<file path="src/hdl/dac_if_defines.vh">
// Register map, field positions, reset values and codes of the audio input stage.
// Assumes inclusion by bare name from the design files; definitions only.
`ifndef DAC_IF_DEFINES_VH
`define DAC_IF_DEFINES_VH
`define ADDR_INTERFACE_CONTROL 7'h03
`define ADDR_DAC_CONTROL       7'h09
`define ADDR_PAIR4_CONTROL     7'h0f
`define RST_INTERFACE_CONTROL  9'h000
`define RST_DAC_CONTROL        9'h000
`define RST_PAIR4_CONTROL      9'h000
`define FMT_HI                 1
`define FMT_LO                 0
`define LRP_BIT                2
`define BCP_BIT                3
`define IWL_HI                 5
`define IWL_LO                 4
`define PHASE_HI               8
`define PHASE_LO               6
`define DZC_BIT                0
`define OUTPUT_INVERT_PAIR4_BIT             3
`define FMT_RJ                 2'b00
`define FMT_LJ                 2'b01
`define FMT_I2S                2'b10
`define FMT_DSP                2'b11
`define IWL_16                 2'b00
`define IWL_20                 2'b01
`define IWL_24                 2'b10
`define IWL_32                 2'b11
`define AUTO16_HALF            7'd16
`define DECAY_SHIFT            6
`define VOL_RESET              8'hff
`define CTRL_WORD_BITS         16
`endif

</file>
<file path="src/hdl/sample_store.v">
// Eight-entry word store for received samples, registered read data.
// Assumes one writer and one reader on the same clock; clock enable freezes it.
`timescale 1ns/1ns
`default_nettype none
module sample_store #(
    parameter DW = 24,
    parameter AW = 3
) (
    input  wire          clk,
    input  wire          arst_n,
    input  wire          ce,
    input  wire          wr_en,
    input  wire [AW-1:0] wr_addr,
    input  wire [DW-1:0] wr_data,
    input  wire [AW-1:0] rd_addr,
    output reg  [DW-1:0] rd_data
);
    reg [DW-1:0] mem [0:(1<<AW)-1];

    // Storage array, no reset needed
    always @(posedge clk) begin
        if (ce && wr_en) begin
            mem[wr_addr] <= wr_data;
        end
    end

    // Read data always from a flip-flop
    always @(posedge clk or negedge arst_n) begin
        if (!arst_n) begin
            rd_data <= {DW{1'b0}};
        end else if (ce) begin
            rd_data <= mem[rd_addr];
        end
    end
endmodule // sample_store
`default_nettype wire

</file>
<file path="src/hdl/ctrl_serial_port.v">
// Three-wire control port: shifts address and data, latches on the latch pin.
// Assumes pins asynchronous to clk and much slower than it.
`timescale 1ns/1ns
`default_nettype none
`include "dac_if_defines.vh"
module ctrl_serial_port (
    input  wire       clk,
    input  wire       arst_n,
    input  wire       ce,
    input  wire       ctl_clk_pin,
    input  wire       ctl_data_pin,
    input  wire       ctl_latch_pin,
    output reg  [6:0] wr_addr,
    output reg  [8:0] wr_data,
    output reg        wr_stb
);
    reg  [2:0]                   mc_s_r;
    reg  [2:0]                   ml_s_r;
    reg  [1:0]                   md_s_r;
    reg  [`CTRL_WORD_BITS-1:0]   shift_r;
    wire                         mc_rise = mc_s_r[1] & ~mc_s_r[2];
    wire                         ml_rise = ml_s_r[1] & ~ml_s_r[2];

    // Sync, shift on control clock rise, latch on latch rise
    always @(posedge clk or negedge arst_n) begin
        if (!arst_n) begin
            mc_s_r  <= 3'h0;
            ml_s_r  <= 3'h0;
            md_s_r  <= 2'h0;
            shift_r <= 16'h0000;
            wr_addr <= 7'h00;
            wr_data <= 9'h000;
            wr_stb  <= 1'b0;
        end else if (ce) begin
            mc_s_r <= {mc_s_r[1:0], ctl_clk_pin};
            ml_s_r <= {ml_s_r[1:0], ctl_latch_pin};
            md_s_r <= {md_s_r[0], ctl_data_pin};
            wr_stb <= 1'b0;
            if (mc_rise) begin
                shift_r <= {shift_r[`CTRL_WORD_BITS-2:0], md_s_r[1]};
            end
            if (ml_rise) begin
                wr_addr <= shift_r[15:9];
                wr_data <= shift_r[8:0];
                wr_stb  <= 1'b1;
            end
        end
    end
endmodule // ctrl_serial_port
`default_nettype wire

</file>
<file path="src/hdl/dac_audio_input_format_control.v">
// Serial audio input stage: framing, word length, phase, volume gating, soft mute.
// Assumes pins asynchronous to clk, clk much faster than the bit clock;
// mute requests and volume writes come from neighbouring logic on clk.
//
// Behaviour
// - Format field bits 1:0: 00 RJ, 01 LJ, 10 I2S, 11 DSP; resets 00.
// - Frame polarity bit 2 swaps expected frame level for left and right.
// - Swapping channels by frame inversion shifts pairing by one sample.
// - In DSP framing the frame polarity bit picks variant A (0) or B (1).
// - Sample on bit clock rise by default; bit 3 set moves to fall.
// - Word length bits 5:4: 16, 20, 24, 32 bits; resets 00.
// - 32-bit length with right-justified framing behaves as 24-bit.
// - Samples are signed, 24-bit to filters; short words zero-padded below.
// - Outside right-justified framing, 32-bit words drop their eight least significant bits.
// - 24-bit I2S accepts shorter words given 24-clock halves.
// - In 24-bit I2S a 16-high/16-low frame is detected automatically as 16-bit data.
// - Phase bits invert both channels of a pair; all reset clear.
// - With gating on, new volume waits for a zero crossing.
// - Zero-cross bit 0 low enables gating, high disables; resets 0.
// - Soft mute decays output toward mid-rail, time constant 64 samples.
// - Mute release resumes immediately from current sample, no ramp.
// - Analogue mute only in software mode and only with its enable bit.
// - Software mutes act only while control mode pin is low.
// - Control word: 7 address then 9 data bits, latched on latch rise.
// - I2S MSB on second sampling edge after frame edge; LJ on first.
// - DSP B MSB on first edge after frame rise; A on second.
// - DSP carries eight back-to-back words on line 1, pair 1 L first.
`timescale 1ns/1ns
`default_nettype none
`include "dac_if_defines.vh"
module dac_audio_input_format_control #(
    parameter SHW = 64
) (
    input  wire        clk,
    input  wire        arst_n,
    input  wire        ce,
    input  wire        bit_clock,
    input  wire        frame_clock,
    input  wire [3:0]  serial_data_inputs,
    input  wire        control_clock_pin,
    input  wire        control_data_pin,
    input  wire        control_latch_pin,
    input  wire        control_mode_pin,
    input  wire        zero_detect_analog_mute,
    input  wire [3:0]  soft_mute_req,
    input  wire [7:0]  vol_value,
    input  wire [2:0]  vol_chan,
    input  wire        vol_load,
    output reg  [23:0] dac_sample,
    output reg  [2:0]  dac_channel,
    output reg         dac_valid,
    output reg  [3:0]  analog_mute,
    output reg         auto16_active
);
    localparam [1:0] P_IDLE = 2'd0;
    localparam [1:0] P_READ = 2'd1;
    localparam [1:0] P_CALC = 2'd2;
    localparam [6:0] SH_TOP = SHW;

    //************************************************************
    // Declarations
    //************************************************************
    reg  [5:0]      pin_s1_r;
    reg  [5:0]      pin_s2_r;
    reg             bclk_s3_r;
    reg  [1:0]      mode_s_r;
    reg  [8:0]      iface_r;
    reg  [8:0]      dacctl_r;
    reg  [8:0]      p4_r;
    reg             lr_prev_r;
    reg  [6:0]      cnt_r;
    reg  [6:0]      prev_half_r;
    reg             dsp_act_r;
    reg  [2:0]      slot_r;
    reg  [3:0]      pend_r;
    reg             proc_req_r;
    reg  [23:0]     hold_w_r [0:3];
    reg  [2:0]      hold_a_r [0:3];
    reg  [1:0]      st_r;
    reg  [2:0]      idx_r;
    reg  [7:0]      sign_r;
    reg  [7:0]      vpend_r;
    reg  [7:0]      vol_r [0:7];
    reg  [7:0]      vpv_r [0:7];
    reg  [23:0]     lvl_r [0:7];
    reg  [6:0]      wl_bits;
    reg  [1:0]      wsel;
    wire [95:0]     line_word;
    wire [23:0]     rd_data;
    wire [6:0]      wr_addr;
    wire [8:0]      wr_data;
    wire            wr_stb;
    integer         k;
    integer         j;
    integer         m;

    //************************************************************
    // Pin synchronisers and register fields
    //************************************************************
    // Two stages on all pins; bit clock gets a third for edge finding
    always @(posedge clk or negedge arst_n) begin
        if (!arst_n) begin
            pin_s1_r  <= 6'h00;
            pin_s2_r  <= 6'h00;
            bclk_s3_r <= 1'b0;
            mode_s_r  <= 2'h0;
        end else if (ce) begin
            pin_s1_r  <= {bit_clock, frame_clock, serial_data_inputs};
            pin_s2_r  <= pin_s1_r;
            bclk_s3_r <= pin_s2_r[5];
            mode_s_r  <= {mode_s_r[0], control_mode_pin};
        end
    end

    wire       sw_mode  = ~mode_s_r[1];
    wire       lr_now   = pin_s2_r[4];
    wire [3:0] din_now  = pin_s2_r[3:0];
    wire [1:0] fmt      = iface_r[`FMT_HI:`FMT_LO];
    wire       frame_clock_polarity      = iface_r[`LRP_BIT];
    wire       bit_clock_polarity      = iface_r[`BCP_BIT];
    wire [1:0] input_word_length      = iface_r[`IWL_HI:`IWL_LO];
    wire [2:0] phase    = iface_r[`PHASE_HI:`PHASE_LO];
    wire       inv4     = p4_r[`OUTPUT_INVERT_PAIR4_BIT];
    wire       gate_on  = ~dacctl_r[`DZC_BIT];
    wire       is_rj    = (fmt == `FMT_RJ);
    wire       is_i2s   = (fmt == `FMT_I2S);
    wire       is_dsp   = (fmt == `FMT_DSP);
    // Sampling edge follows the bit clock polarity bit
    wire samp_edge = bit_clock_polarity ? (bclk_s3_r & ~pin_s2_r[5]) : (~bclk_s3_r & pin_s2_r[5]);

    //************************************************************
    // Control registers
    //************************************************************
    ctrl_serial_port u_ctrl (
        .clk           (clk),
        .arst_n        (arst_n),
        .ce            (ce),
        .ctl_clk_pin   (control_clock_pin),
        .ctl_data_pin  (control_data_pin),
        .ctl_latch_pin (control_latch_pin),
        .wr_addr       (wr_addr),
        .wr_data       (wr_data),
        .wr_stb        (wr_stb)
    );

    // The serial port only exists in software mode, so writes need it
    always @(posedge clk or negedge arst_n) begin
        if (!arst_n) begin
            iface_r  <= `RST_INTERFACE_CONTROL;
            dacctl_r <= `RST_DAC_CONTROL;
            p4_r     <= `RST_PAIR4_CONTROL;
        end else if (ce && wr_stb && sw_mode) begin
            case (wr_addr)
                `ADDR_INTERFACE_CONTROL: iface_r <= wr_data;
                `ADDR_DAC_CONTROL:       dacctl_r <= wr_data;
                `ADDR_PAIR4_CONTROL:     p4_r <= wr_data;
                default: ;
            endcase
        end
    end

    //************************************************************
    // Framing and word assembly
    //************************************************************
    wire lr_tog     = samp_edge && (lr_now != lr_prev_r);
    wire dsp_rise   = samp_edge && is_dsp && lr_now && !lr_prev_r;
    wire auto_mode  = is_i2s && (input_word_length == `IWL_24);
    wire auto16_now = auto_mode && (cnt_r == `AUTO16_HALF) && (prev_half_r == `AUTO16_HALF);
    wire dsp_word   = samp_edge && is_dsp && dsp_act_r && !dsp_rise && (cnt_r + 7'd1 == wl_bits);
    wire ev_norm    = lr_tog && !is_dsp && !auto16_now;
    // In a 32-clock I2S frame the LSB lands on the frame edge itself
    wire ev_late    = lr_tog && auto16_now;
    wire ch_lvl     = lr_prev_r;
    wire is_left    = ch_lvl ^ is_i2s ^ frame_clock_polarity;
    wire use_nx     = is_dsp || ev_late;
    wire [1:0] iwl_eff = ev_late ? `IWL_16 :
                         (is_rj && input_word_length == `IWL_32) ? `IWL_24 : input_word_length;
    // Right-aligned, DSP and late 16-bit words take the low bits, others count from frame edge
    wire [6:0] amt  = (is_rj || use_nx) ? SH_TOP - wl_bits
                                        : SH_TOP - cnt_r + {6'd0, is_i2s};
    wire frame_done = (dsp_word && slot_r == 3'd7) ||
                      ((ev_norm || ev_late) && !is_left);

    always @* begin
        case (iwl_eff)
            `IWL_16: wl_bits = 7'd16;
            `IWL_20: wl_bits = 7'd20;
            `IWL_24: wl_bits = 7'd24;
            default: wl_bits = 7'd32;
        endcase
    end

    // MSB-align, keep the top 24 bits, clear bits past the word
    function [23:0] extract;
        input [SHW-1:0] src;
        input [6:0]     sh;
        input [1:0]     wlc;
        reg   [SHW-1:0] al;
        begin
            al = src << sh;
            extract = al[SHW-1 -: 24] & ((wlc == `IWL_16) ? 24'hffff00 :
                      (wlc == `IWL_20) ? 24'hfffff0 : 24'hffffff);
        end
    endfunction

    // One shift register per data line
    genvar g;
    generate
        for (g = 0; g < 4; g = g + 1) begin : g_line
            reg  [SHW-1:0] sh_r;
            wire [SHW-1:0] sh_nx = {sh_r[SHW-2:0], din_now[g]};
            always @(posedge clk or negedge arst_n) begin
                if (!arst_n) begin
                    sh_r <= {SHW{1'b0}};
                end else if (ce && samp_edge) begin
                    sh_r <= sh_nx;
                end
            end
            assign line_word[g*24 +: 24] = extract(use_nx ? sh_nx : sh_r, amt, iwl_eff);
        end
    endgenerate

    // Bit counting per half frame, or per word in DSP framing
    always @(posedge clk or negedge arst_n) begin
        if (!arst_n) begin
            lr_prev_r     <= 1'b0;
            cnt_r         <= 7'd0;
            prev_half_r   <= 7'd0;
            auto16_active <= 1'b0;
            dsp_act_r     <= 1'b0;
            slot_r        <= 3'd0;
        end else if (ce && samp_edge) begin
            lr_prev_r <= lr_now;
            if (is_dsp) begin
                if (dsp_rise) begin
                    cnt_r     <= frame_clock_polarity ? 7'd1 : 7'd0;
                    slot_r    <= 3'd0;
                    dsp_act_r <= 1'b1;
                end else if (dsp_word) begin
                    cnt_r  <= 7'd0;
                    slot_r <= slot_r + 3'd1;
                    if (slot_r == 3'd7) begin
                        dsp_act_r <= 1'b0;
                    end
                end else if (dsp_act_r) begin
                    cnt_r <= cnt_r + 7'd1;
                end
            end else begin
                dsp_act_r <= 1'b0;
                if (lr_tog) begin
                    cnt_r         <= 7'd1;
                    prev_half_r   <= cnt_r;
                    auto16_active <= auto16_now;
                end else if (cnt_r != SH_TOP) begin
                    cnt_r <= cnt_r + 7'd1;
                end
            end
        end
    end

    //************************************************************
    // Word staging into the sample store
    //************************************************************
    // Lowest pending line is written first
    always @* begin
        wsel = 2'd0;
        for (m = 3; m >= 0; m = m - 1) begin
            if (pend_r[m]) begin
                wsel = m[1:0];
            end
        end
    end

    wire proc_start = (st_r == P_IDLE) && proc_req_r && !(|pend_r);

    // A new word sets pending after the drain clear, so it is never lost
    always @(posedge clk or negedge arst_n) begin
        if (!arst_n) begin
            pend_r     <= 4'h0;
            proc_req_r <= 1'b0;
            for (k = 0; k < 4; k = k + 1) begin
                hold_w_r[k] <= 24'h000000;
                hold_a_r[k] <= 3'd0;
            end
        end else if (ce) begin
            if (|pend_r) begin
                pend_r[wsel] <= 1'b0;
            end
            if (proc_start) begin
                proc_req_r <= 1'b0;
            end
            if (dsp_word) begin
                hold_w_r[0] <= line_word[23:0];
                hold_a_r[0] <= slot_r;
                pend_r[0]   <= 1'b1;
            end else if (ev_norm || ev_late) begin
                for (k = 0; k < 4; k = k + 1) begin
                    hold_w_r[k] <= line_word[k*24 +: 24];
                    hold_a_r[k] <= {k[1:0], ~is_left};
                end
                pend_r <= 4'hf;
            end
            if (frame_done) begin
                proc_req_r <= 1'b1;
            end
        end
    end

    sample_store #(
        .DW (24),
        .AW (3)
    ) u_store (
        .clk     (clk),
        .arst_n  (arst_n),
        .ce      (ce),
        .wr_en   (|pend_r),
        .wr_addr (hold_a_r[wsel]),
        .wr_data (hold_w_r[wsel]),
        .rd_addr (idx_r),
        .rd_data (rd_data)
    );

    //************************************************************
    // Per-channel phase, volume and soft mute
    //************************************************************
    wire [1:0]  pair    = idx_r[2:1];
    wire        inv     = (pair == 2'd3) ? inv4 : phase[pair];
    wire [23:0] s_neg   = (rd_data == 24'h800000) ? 24'h7fffff : (~rd_data + 24'h000001);
    wire [23:0] s_ph    = inv ? s_neg : rd_data;
    wire        zc_hit  = (s_ph[23] != sign_r[idx_r]) || (s_ph == 24'h000000);
    wire        vol_upd = vpend_r[idx_r] && zc_hit;
    wire [7:0]  vol_use = vol_upd ? vpv_r[idx_r] : vol_r[idx_r];
    wire [9:0]  gain    = {2'b00, vol_use} + 10'd1;
    wire signed [33:0] prod = $signed(s_ph) * $signed(gain);
    wire [23:0] scaled  = prod[31:8];
    wire [23:0] lvl     = lvl_r[idx_r];
    // Decay stalls within 63 codes above zero, negative levels reach zero; below the converter's noise
    wire [23:0] decayed = $signed(lvl) - ($signed(lvl) >>> `DECAY_SHIFT);
    wire        mute_on = soft_mute_req[pair] & sw_mode;
    wire [23:0] s_out   = mute_on ? decayed : scaled;

    // Eight channels one after another, each read then computed
    always @(posedge clk or negedge arst_n) begin
        if (!arst_n) begin
            st_r        <= P_IDLE;
            idx_r       <= 3'd0;
            dac_sample  <= 24'h000000;
            dac_channel <= 3'd0;
            dac_valid   <= 1'b0;
            sign_r      <= 8'h00;
            vpend_r     <= 8'h00;
            for (j = 0; j < 8; j = j + 1) begin
                vol_r[j] <= `VOL_RESET;
                vpv_r[j] <= `VOL_RESET;
                lvl_r[j] <= 24'h000000;
            end
        end else if (ce) begin
            dac_valid <= 1'b0;
            case (st_r)
                P_IDLE: begin
                    if (proc_start) begin
                        idx_r <= 3'd0;
                        st_r  <= P_READ;
                    end
                end
                P_READ: st_r <= P_CALC;
                P_CALC: begin
                    dac_sample    <= s_out;
                    dac_channel   <= idx_r;
                    dac_valid     <= 1'b1;
                    sign_r[idx_r] <= s_ph[23];
                    lvl_r[idx_r]  <= s_out;
                    if (vol_upd) begin
                        vol_r[idx_r]   <= vpv_r[idx_r];
                        vpend_r[idx_r] <= 1'b0;
                    end
                    idx_r <= idx_r + 3'd1;
                    st_r  <= (idx_r == 3'd7) ? P_IDLE : P_READ;
                end
                default: st_r <= P_IDLE;
            endcase
            // A fresh load overrides an apply in the same cycle
            if (vol_load) begin
                if (gate_on) begin
                    vpv_r[vol_chan]   <= vol_value;
                    vpend_r[vol_chan] <= 1'b1;
                end else begin
                    vol_r[vol_chan]   <= vol_value;
                    vpend_r[vol_chan] <= 1'b0;
                end
            end
        end
    end

    // Analogue clamp per pair
    always @(posedge clk or negedge arst_n) begin
        if (!arst_n) begin
            analog_mute <= 4'h0;
        end else if (ce) begin
            analog_mute <= {4{sw_mode & zero_detect_analog_mute}} & soft_mute_req;
        end
    end
endmodule // dac_audio_input_format_control
`default_nettype wire

</file>
<file path="config.mk">
export PLATFORM = sky130hd
export DESIGN_NAME = dac_audio_input_format_control
export DESIGN_NICKNAME = d
export VERILOG_FILES = /design/src/hdl/sample_store.v /design/src/hdl/ctrl_serial_port.v /design/src/hdl/dac_audio_input_format_control.v
export VERILOG_INCLUDE_DIRS = /design/src /design/src/hdl
export SDC_FILE = /design/constraint.sdc
export NUM_CORES = 2
export LEC_CHECK = 0
export BUFFER_PORTS_ARGS = -buffer_cell sky130_fd_sc_hd__buf_4
export CAP_MARGIN = 20
export CORE_UTILIZATION = 35
export CTS_BUF_LIST = sky130_fd_sc_hd__clkbuf_2 sky130_fd_sc_hd__clkbuf_4 sky130_fd_sc_hd__clkbuf_8
export DETAILED_ROUTE_END_ITERATION = 16
export PLACE_DENSITY = 0.55
export SYNTH_ARGS = -nofsm -noshare
export SYNTH_HDL_FRONTEND = slang
export SYNTH_SLANG_ARGS = --single-unit
</file>
<file path="constraint.sdc">
create_clock -name clk -period 9.3 [get_ports clk]
set_input_delay 0.93 -clock clk [delete_from_list [all_inputs] [get_ports clk]]
set_output_delay 0.93 -clock clk [all_outputs]
set_load 0.01 [all_outputs]
</file>
======== After elaboration in Yosys (flattened, before gate mapping) ========
Memories as Yosys holds them, arrays and structs flattened. A register that Yosys moved wholly into a read port is not among the register bits.
Cells that the tools add are included.
Widths: inputs -> output; s select.
word-level totals
  register bits after elaboration ......... 827
  bits in latches ......................... 0
  RAM bits ................................ 192
  bits in read-only memories .............. 0
  bits of input ports ..................... 30
  output and inout port bits .............. 33
  word-level logic and storage cells ...... 321
  memories ................................ 1
cells by class
  add/sub/neg operators ................... 9
  multipliers ............................. 1
  divide/modulo/power cells ............... 0
  order comparisons ....................... 12
  eq/ne operators ......................... 25
  shift-type cells ........................ 4
  muxes and demuxes ....................... 102
  bitwise operators ....................... 33
  reductions and logical operators ........ 68
memories
  name         words  bits a word  read ports  clocked after memory_dff  write ports  line               RTL
  u_store.mem  8      24           1           1                         1            sample_store.v:18  reg [DW-1:0] mem [0:(1<<AW)-1];
operator list
  operator               count
  $mux 64                9
  $shl 64x7->64          4
  $mux 24                9
  $bwmux 192             1
  $bwmux 64              3
  $mux 8                 13
  $and 24x24->24         4
  $mux 96                1
  $bmux 24 s3            1
  $demux 24 s3           1
  $mux 7                 7
  $bmux 24 s2            1
  $bmux 8 s3             2
  $demux 8 s3            2
  $mul 24x10->32         1
  $logic_and 1x1->1      28
  $add 24x1->24 const B  1
  $eq 24x24->1 const B   1
  $logic_not 24->1       1
  $not 24->24            1
  $sub 24x18->24         1
  $mux 1                 22
  $mux 3                 7
  $reduce_and 3->1       7
  53 further kinds       126

======== Logic depth before layout (Yosys ltp) ========
  depth after elaboration ................. 14
  mapped depth ............................ 42
  depth with buffers taken out ............ 39

======== By module ========
A second synthesis with hierarchy kept.
unflattened totals
  cell total of the unflattened synthesis .. 7064
  area total of the unflattened synthesis .. 65283.9 um^2
modules (own cells, without submodules)
  module                          times used  cells an instance  area each (um^2)  sequential area each (um^2)
  dac_audio_input_format_control  1           6496               55308.0           19703.9
  sample_store                    1           480                8429.3            6366.1
  ctrl_serial_port                1           88                 1546.5            1026.0

======== Least setup slack after synthesis ========
Ideal clock, no wire load.
  path type ............................... register to register
  start point ............................. register u_store.rd_data[1] (read register of u_store.mem)
  end point ............................... register lvl_r[113] in the netlist's numbering
  library setup time ...................... 129 ps
  arrival ................................. 9289 ps
  required time ........................... 9171 ps
  setup slack ............................. -119 ps
  cell stages (with the launch flop) ...... 38
  buffers on the path ..................... 3
  clock period less this slack ............ 9419 ps
  cells stage by stage .................... dfrtp_1 inv_1 ha_1 or4b_2 clkbuf_1 nor4_1 a311o_1 nand4_1 o21ai_2 buf_2 nor2_1 a31oi_1 ha_1 nand3_1 mux2_4 xor2_1 clkbuf_1 nor2_1 [2 not listed] fa_1 fa_1 inv_1 fa_1 inv_1 ha_1 a21oi_1 nor2b_1 o21ai_0 nand2b_1 a21oi_1 nor2_1 o21ai_0 nand2_1 o2111a_1 or3_1 a31oi_4 o21ai_1
on the way
  cells in the longest elaborated chain, start to end .. 12
  elaborated cells on any way between the ends .. 14
  classes of those cells .................. 2 x add/sub; 1 x mul; 2 x eq/ne; 5 x mux; 1 x bitwise; 3 x reduce/logical
ends and longest elaborated chain
  element                                                line                                  RTL
  start, declared                                        sample_store.v:16                     output reg [DW-1:0] rd_data
  $not 24->24                                            dac_audio_input_format_control.v:328  wire [23:0] s_neg = (rd_data == 24'h800000) ? 24'h7fffff : (~rd_data + 24'h000001);
  $add 24x1->24                                          dac_audio_input_format_control.v:328
  $mux 24                                                dac_audio_input_format_control.v:328
  $mux 24 *                                              dac_audio_input_format_control.v:329  wire [23:0] s_ph = inv ? s_neg : rd_data;
  $logic_not 24->1 / $ne 1x1->1 (equally long branches)  dac_audio_input_format_control.v:330  wire zc_hit = (s_ph[23] != sign_r[idx_r]) || (s_ph == 24'h000000);
  $logic_or 1x1->1                                       dac_audio_input_format_control.v:330
  $logic_and 1x1->1                                      dac_audio_input_format_control.v:331  wire vol_upd = vpend_r[idx_r] && zc_hit;
  $mux 8                                                 dac_audio_input_format_control.v:332  wire [7:0] vol_use = vol_upd ? vpv_r[idx_r] : vol_r[idx_r];
  $add 8x1->9                                            dac_audio_input_format_control.v:333  wire [9:0] gain = {2'b00, vol_use} + 10'd1;
  $mul 24x10->32 *                                       dac_audio_input_format_control.v:334  wire signed [33:0] prod = $signed(s_ph) * $signed(gain);
  $mux 24 *                                              dac_audio_input_format_control.v:340  wire [23:0] s_out = mute_on ? decayed : scaled;
  $bwmux 192 *                                           dac_audio_input_format_control.v:372  lvl_r[idx_r] <= s_out;
  end signal, assigned by index                          dac_audio_input_format_control.v:372
  end, declared                                          dac_audio_input_format_control.v:85   reg [23:0] lvl_r [0:7];
Mark *: on every way between the ends. The rest lies on a longest branch, timed or not.
A chain may end at the register's enable or synchronous reset.

======== Worst setup path in the final report ========
  start point ............................. register u_store.rd_data[1] (read register of u_store.mem)
  end point ............................... register lvl_r[43] in the netlist's numbering
Same word-level chain as after synthesis.

==> run summary <==
Storage cell area - 27100 sq um
Worst-path fanout max - 7
Async S/R FF share, synth - 81.5%
CORE AREA - 183000 sq um
RSZ-0062 raised after global routing - yes
CP Data Required Time - 10170 ps
Initial core utilization - 35.3%
CP Capture Type - register
Clock Tree Root - clkbuf_8
Fin cells - 9069
CTS buffer count - 178
Synth area leader - dfrtp_1
Synth Area in Compound Gates - 14.6%
Top Ports - 63
Vias in the first global route - 50600
Slowest-stage cell, CP - fa_1
# placed instances - 8705
Proportion of synthesized area in mux cells - 20.6%
Worst-Margin Slew - 1160 ps
CTS tree - done
Post-DP HPWL - 139 mm
Worst Path Buf+Inv - 6
Max capacitance violation total - 0
DRC viols - 0
CP Launch Type - register
Simple-Gate Fraction of Synth Area - 10.7%
CTS Sinks - 1038
Xor-xnor portion of the synthesized cell area - 0.826%
Post-DP Area - 69400 sq um
Slowest Stage Delay on Critical Path - 570 ps
Post-Route WL - 201 mm
Std-Cell Rows - 157
Main area contributors after synthesis - dfrtp_1 (28%), mux2i_1 (12%), edfxtp_1 (8.9%)
Synth Instances - 6315
Worst Hold Class - primary input to register
Sequential share of the synthesized area - 41.9%
Final hold vios - 0
Synthesis Warnings - 0
Synth unique cells - 95
Status - complete, no violations
Design area - 74300 sq um
CTS max path bufs - 3
Worst clock skew - 69.0 ps
First-pass GRT wire length - 310 mm
Gr ovfl total - 0
Die area - 186000 sq um
Die W - 432 microns
Die Y - 432 microns
Multi-input logic area - 35700 sq um
Initial antenna violation count - 4
Most used DFF post-synth - dfrtp_1
Min cycle time layout - 9090 ps
Clk_lat worst skew - 930 ps
H-tree Lvls - 4
Share of cells above drive strength 1 - 22.8%
Gpl congestion - 0.907
Syn Nets - 6620
Slew Limit Fails - 0
Setup TNS - 0 ps
Largest family of logic cells by synthesized area - multiplexers
Final #Nets - 6760
Layout area overhead - 14.9%
Top cell type's share of synthesized area - 27.8%
Crit path max-delay family - adder cells
Post-synth EDFFs - 192
Pin count of the biggest net entering global routing - 154
Max-slew headroom - 22.1%
Kind of critical path - register to register
Routed len/inst - 22.2 microns
Fill cells - 17700
Final antenna-violating net count - 0
Vias per inst - 5.54
Via count - 50300
Adder-cell share of the synthesized area - 7.31%
Netlist area before placement - 64700 sq um
Iteration count of the initial detailed-routing pass - 9
Final setup viols - 0
Tot GR Track Use - 21.3%
CP most frequent cell - fa_1
Initial DRC count - 4147
Period Utilization, post-route - 97.8%
Fmax - 110 MHz
Worst-path clk slew - 70 ps
#FFs+latches synth - 1038
Syn_area_per_cell - 10.2 sq um
Worst EP arrival - 9960 ps
Port-buffer cells - 62
## synthesized netlist by cell type, drive strengths merged (39+ instances only)
cell    count
edfxtp    192
ha        104
dfstp     128
mux2i     748
o21ai     391
a21oi     256
buf        94
mux2      458
nand2b     40
nand3     133
fa        171
inv       236
dfrtp     718
xnor2      39
clkbuf    363
a211oi    106
nor3       63
a221oi     57
a31oi      67
o22ai      94
a22o      116
nor2      403
nand2     751
a22oi     127
## metrics by stage
step / setup WS [ps] / utilization [%] / hold slack (ps)
final: 207 / 40.6 / 254
after detailed placement: -503 / 37.9 / 470
after floorplan: 27.4 / - / 445
after CTS: 16.2 / 40.1 / 149
after global placement: -482 / 37.8 / 461
after global routing: -123 / 40.5 / 178
## area by class of cell
class | count | share of cell area (%)
diodes | 5 | 0.0168
well taps | 2464 | 4.15
repair buffers | 413 | 4.65
multi-input cells | 4588 | 48.1
clock inverters | 41 | 0.776
clock buffers | 284 | 4.69
flip-flops and latches | 1038 | 36.5
inverters | 236 | 1.19
## final timing paths
kind | from | end | slack [ps] | cells past startpoint
worst max-delay path | u_store.rd_data[1]$_DFFE_PN0P_ | lvl_r[43]$_DFFE_PN0P_ | 210 | 38
worst min-delay path | frame_clock | pin_s1_r[4]$_DFFE_PN0P_ | 250 | 2
worst max register to register | u_store.rd_data[1]$_DFFE_PN0P_ | lvl_r[43]$_DFFE_PN0P_ | 210 | 38
worst min register to register | lvl_r[158]$_DFFE_PN0P_ | lvl_r[158]$_DFFE_PN0P_ | 480 | 2
max in group asynchronous | arst_n | g_line[3].sh_r[40]$_DFFE_PN0P_ | 6530 | 4
min in group asynchronous | arst_n | lvl_r[45]$_DFFE_PN0P_ | 560 | 2
## routing by layer
layer | vias up | global-route usage [%] | part of all wire [%]
met3 | 360 | 3.18 | 5.2
met1 | 25200 | 28.0 | 44
li1 | 23200 | - | -
met5 | - | 0 | 0.013
met4 | 4 | 7.15 | 3.2
met2 | 1466 | 35.7 | 48
## worst register-to-register path, delay by kind of cell (launching register included)
| kind | cells | cell delay [ps] |
|---|---|---|
| fa+ha+maj | 7 | 2970 |
| simple gates | 14 | 2480 |
| compound gates | 8 | 1700 |
| buf+inv | 6 | 830 |
| mux | 2 | 460 |
| flops | 1 | 410 |
| xor+xnor | 1 | 210 |
## state kept, by name, indices dropped and copies added (netlist names), 24 cells and up
register         count
g_line.sh_r        256
u_store.rd_data     24
vol_r               64
u_store.mem        192
hold_w_r            96
dac_sample          24
lvl_r              192
vpv_r               64
## layout by cell type, fill, tap and decap left out, types with 57 or more instances in the layout
cell | netlist | layout
buf_4 | 1 | 369
inv_1 | 235 | 230
dfrtp_1 | 718 | 715
mux2_2 | 456 | 450
a22o_1 | 116 | 116
mux2i_1 | 748 | 744
ha_1 | 104 | 98
clkbuf_4 | 0 | 76
a221oi_1 | 57 | 57
a22oi_1 | 127 | 127
edfxtp_1 | 192 | 192
nand2_1 | 751 | 748
fa_1 | 171 | 170
nand3_1 | 133 | 130
a211oi_1 | 106 | 105
o22ai_1 | 94 | 93
o21ai_0 | 362 | 357
nor2_1 | 403 | 380
a31oi_1 | 63 | 59
clkbuf_8 | 0 | 216
dfstp_2 | 128 | 128
a21oi_1 | 254 | 244
## logic make-up after synthesis
kind of cell | count (synthesis)
AO/OA/AOI/OAI | 1425
XOR/XNOR | 61
adder cells (fa/ha/maj) | 275
buffers and inverters | 693
flip-flops | 1038
multiplexers | 1236
AND/OR/NAND/NOR | 1587
## repair_timing
item                                    in CTS  in global routing
endpoints found under the setup margin     162                189
cloned                                       1                  4
hold buffers                                 1                  0
setup buffers                                2                 15
endpoints found under the hold margin       65                  0
resized for setup                           16                 88
pin swaps                                    4                 44
Power is left out: the tool's default activity adds up to more than one toggle a clock period on the data nets, which glitch-free logic cannot reach.
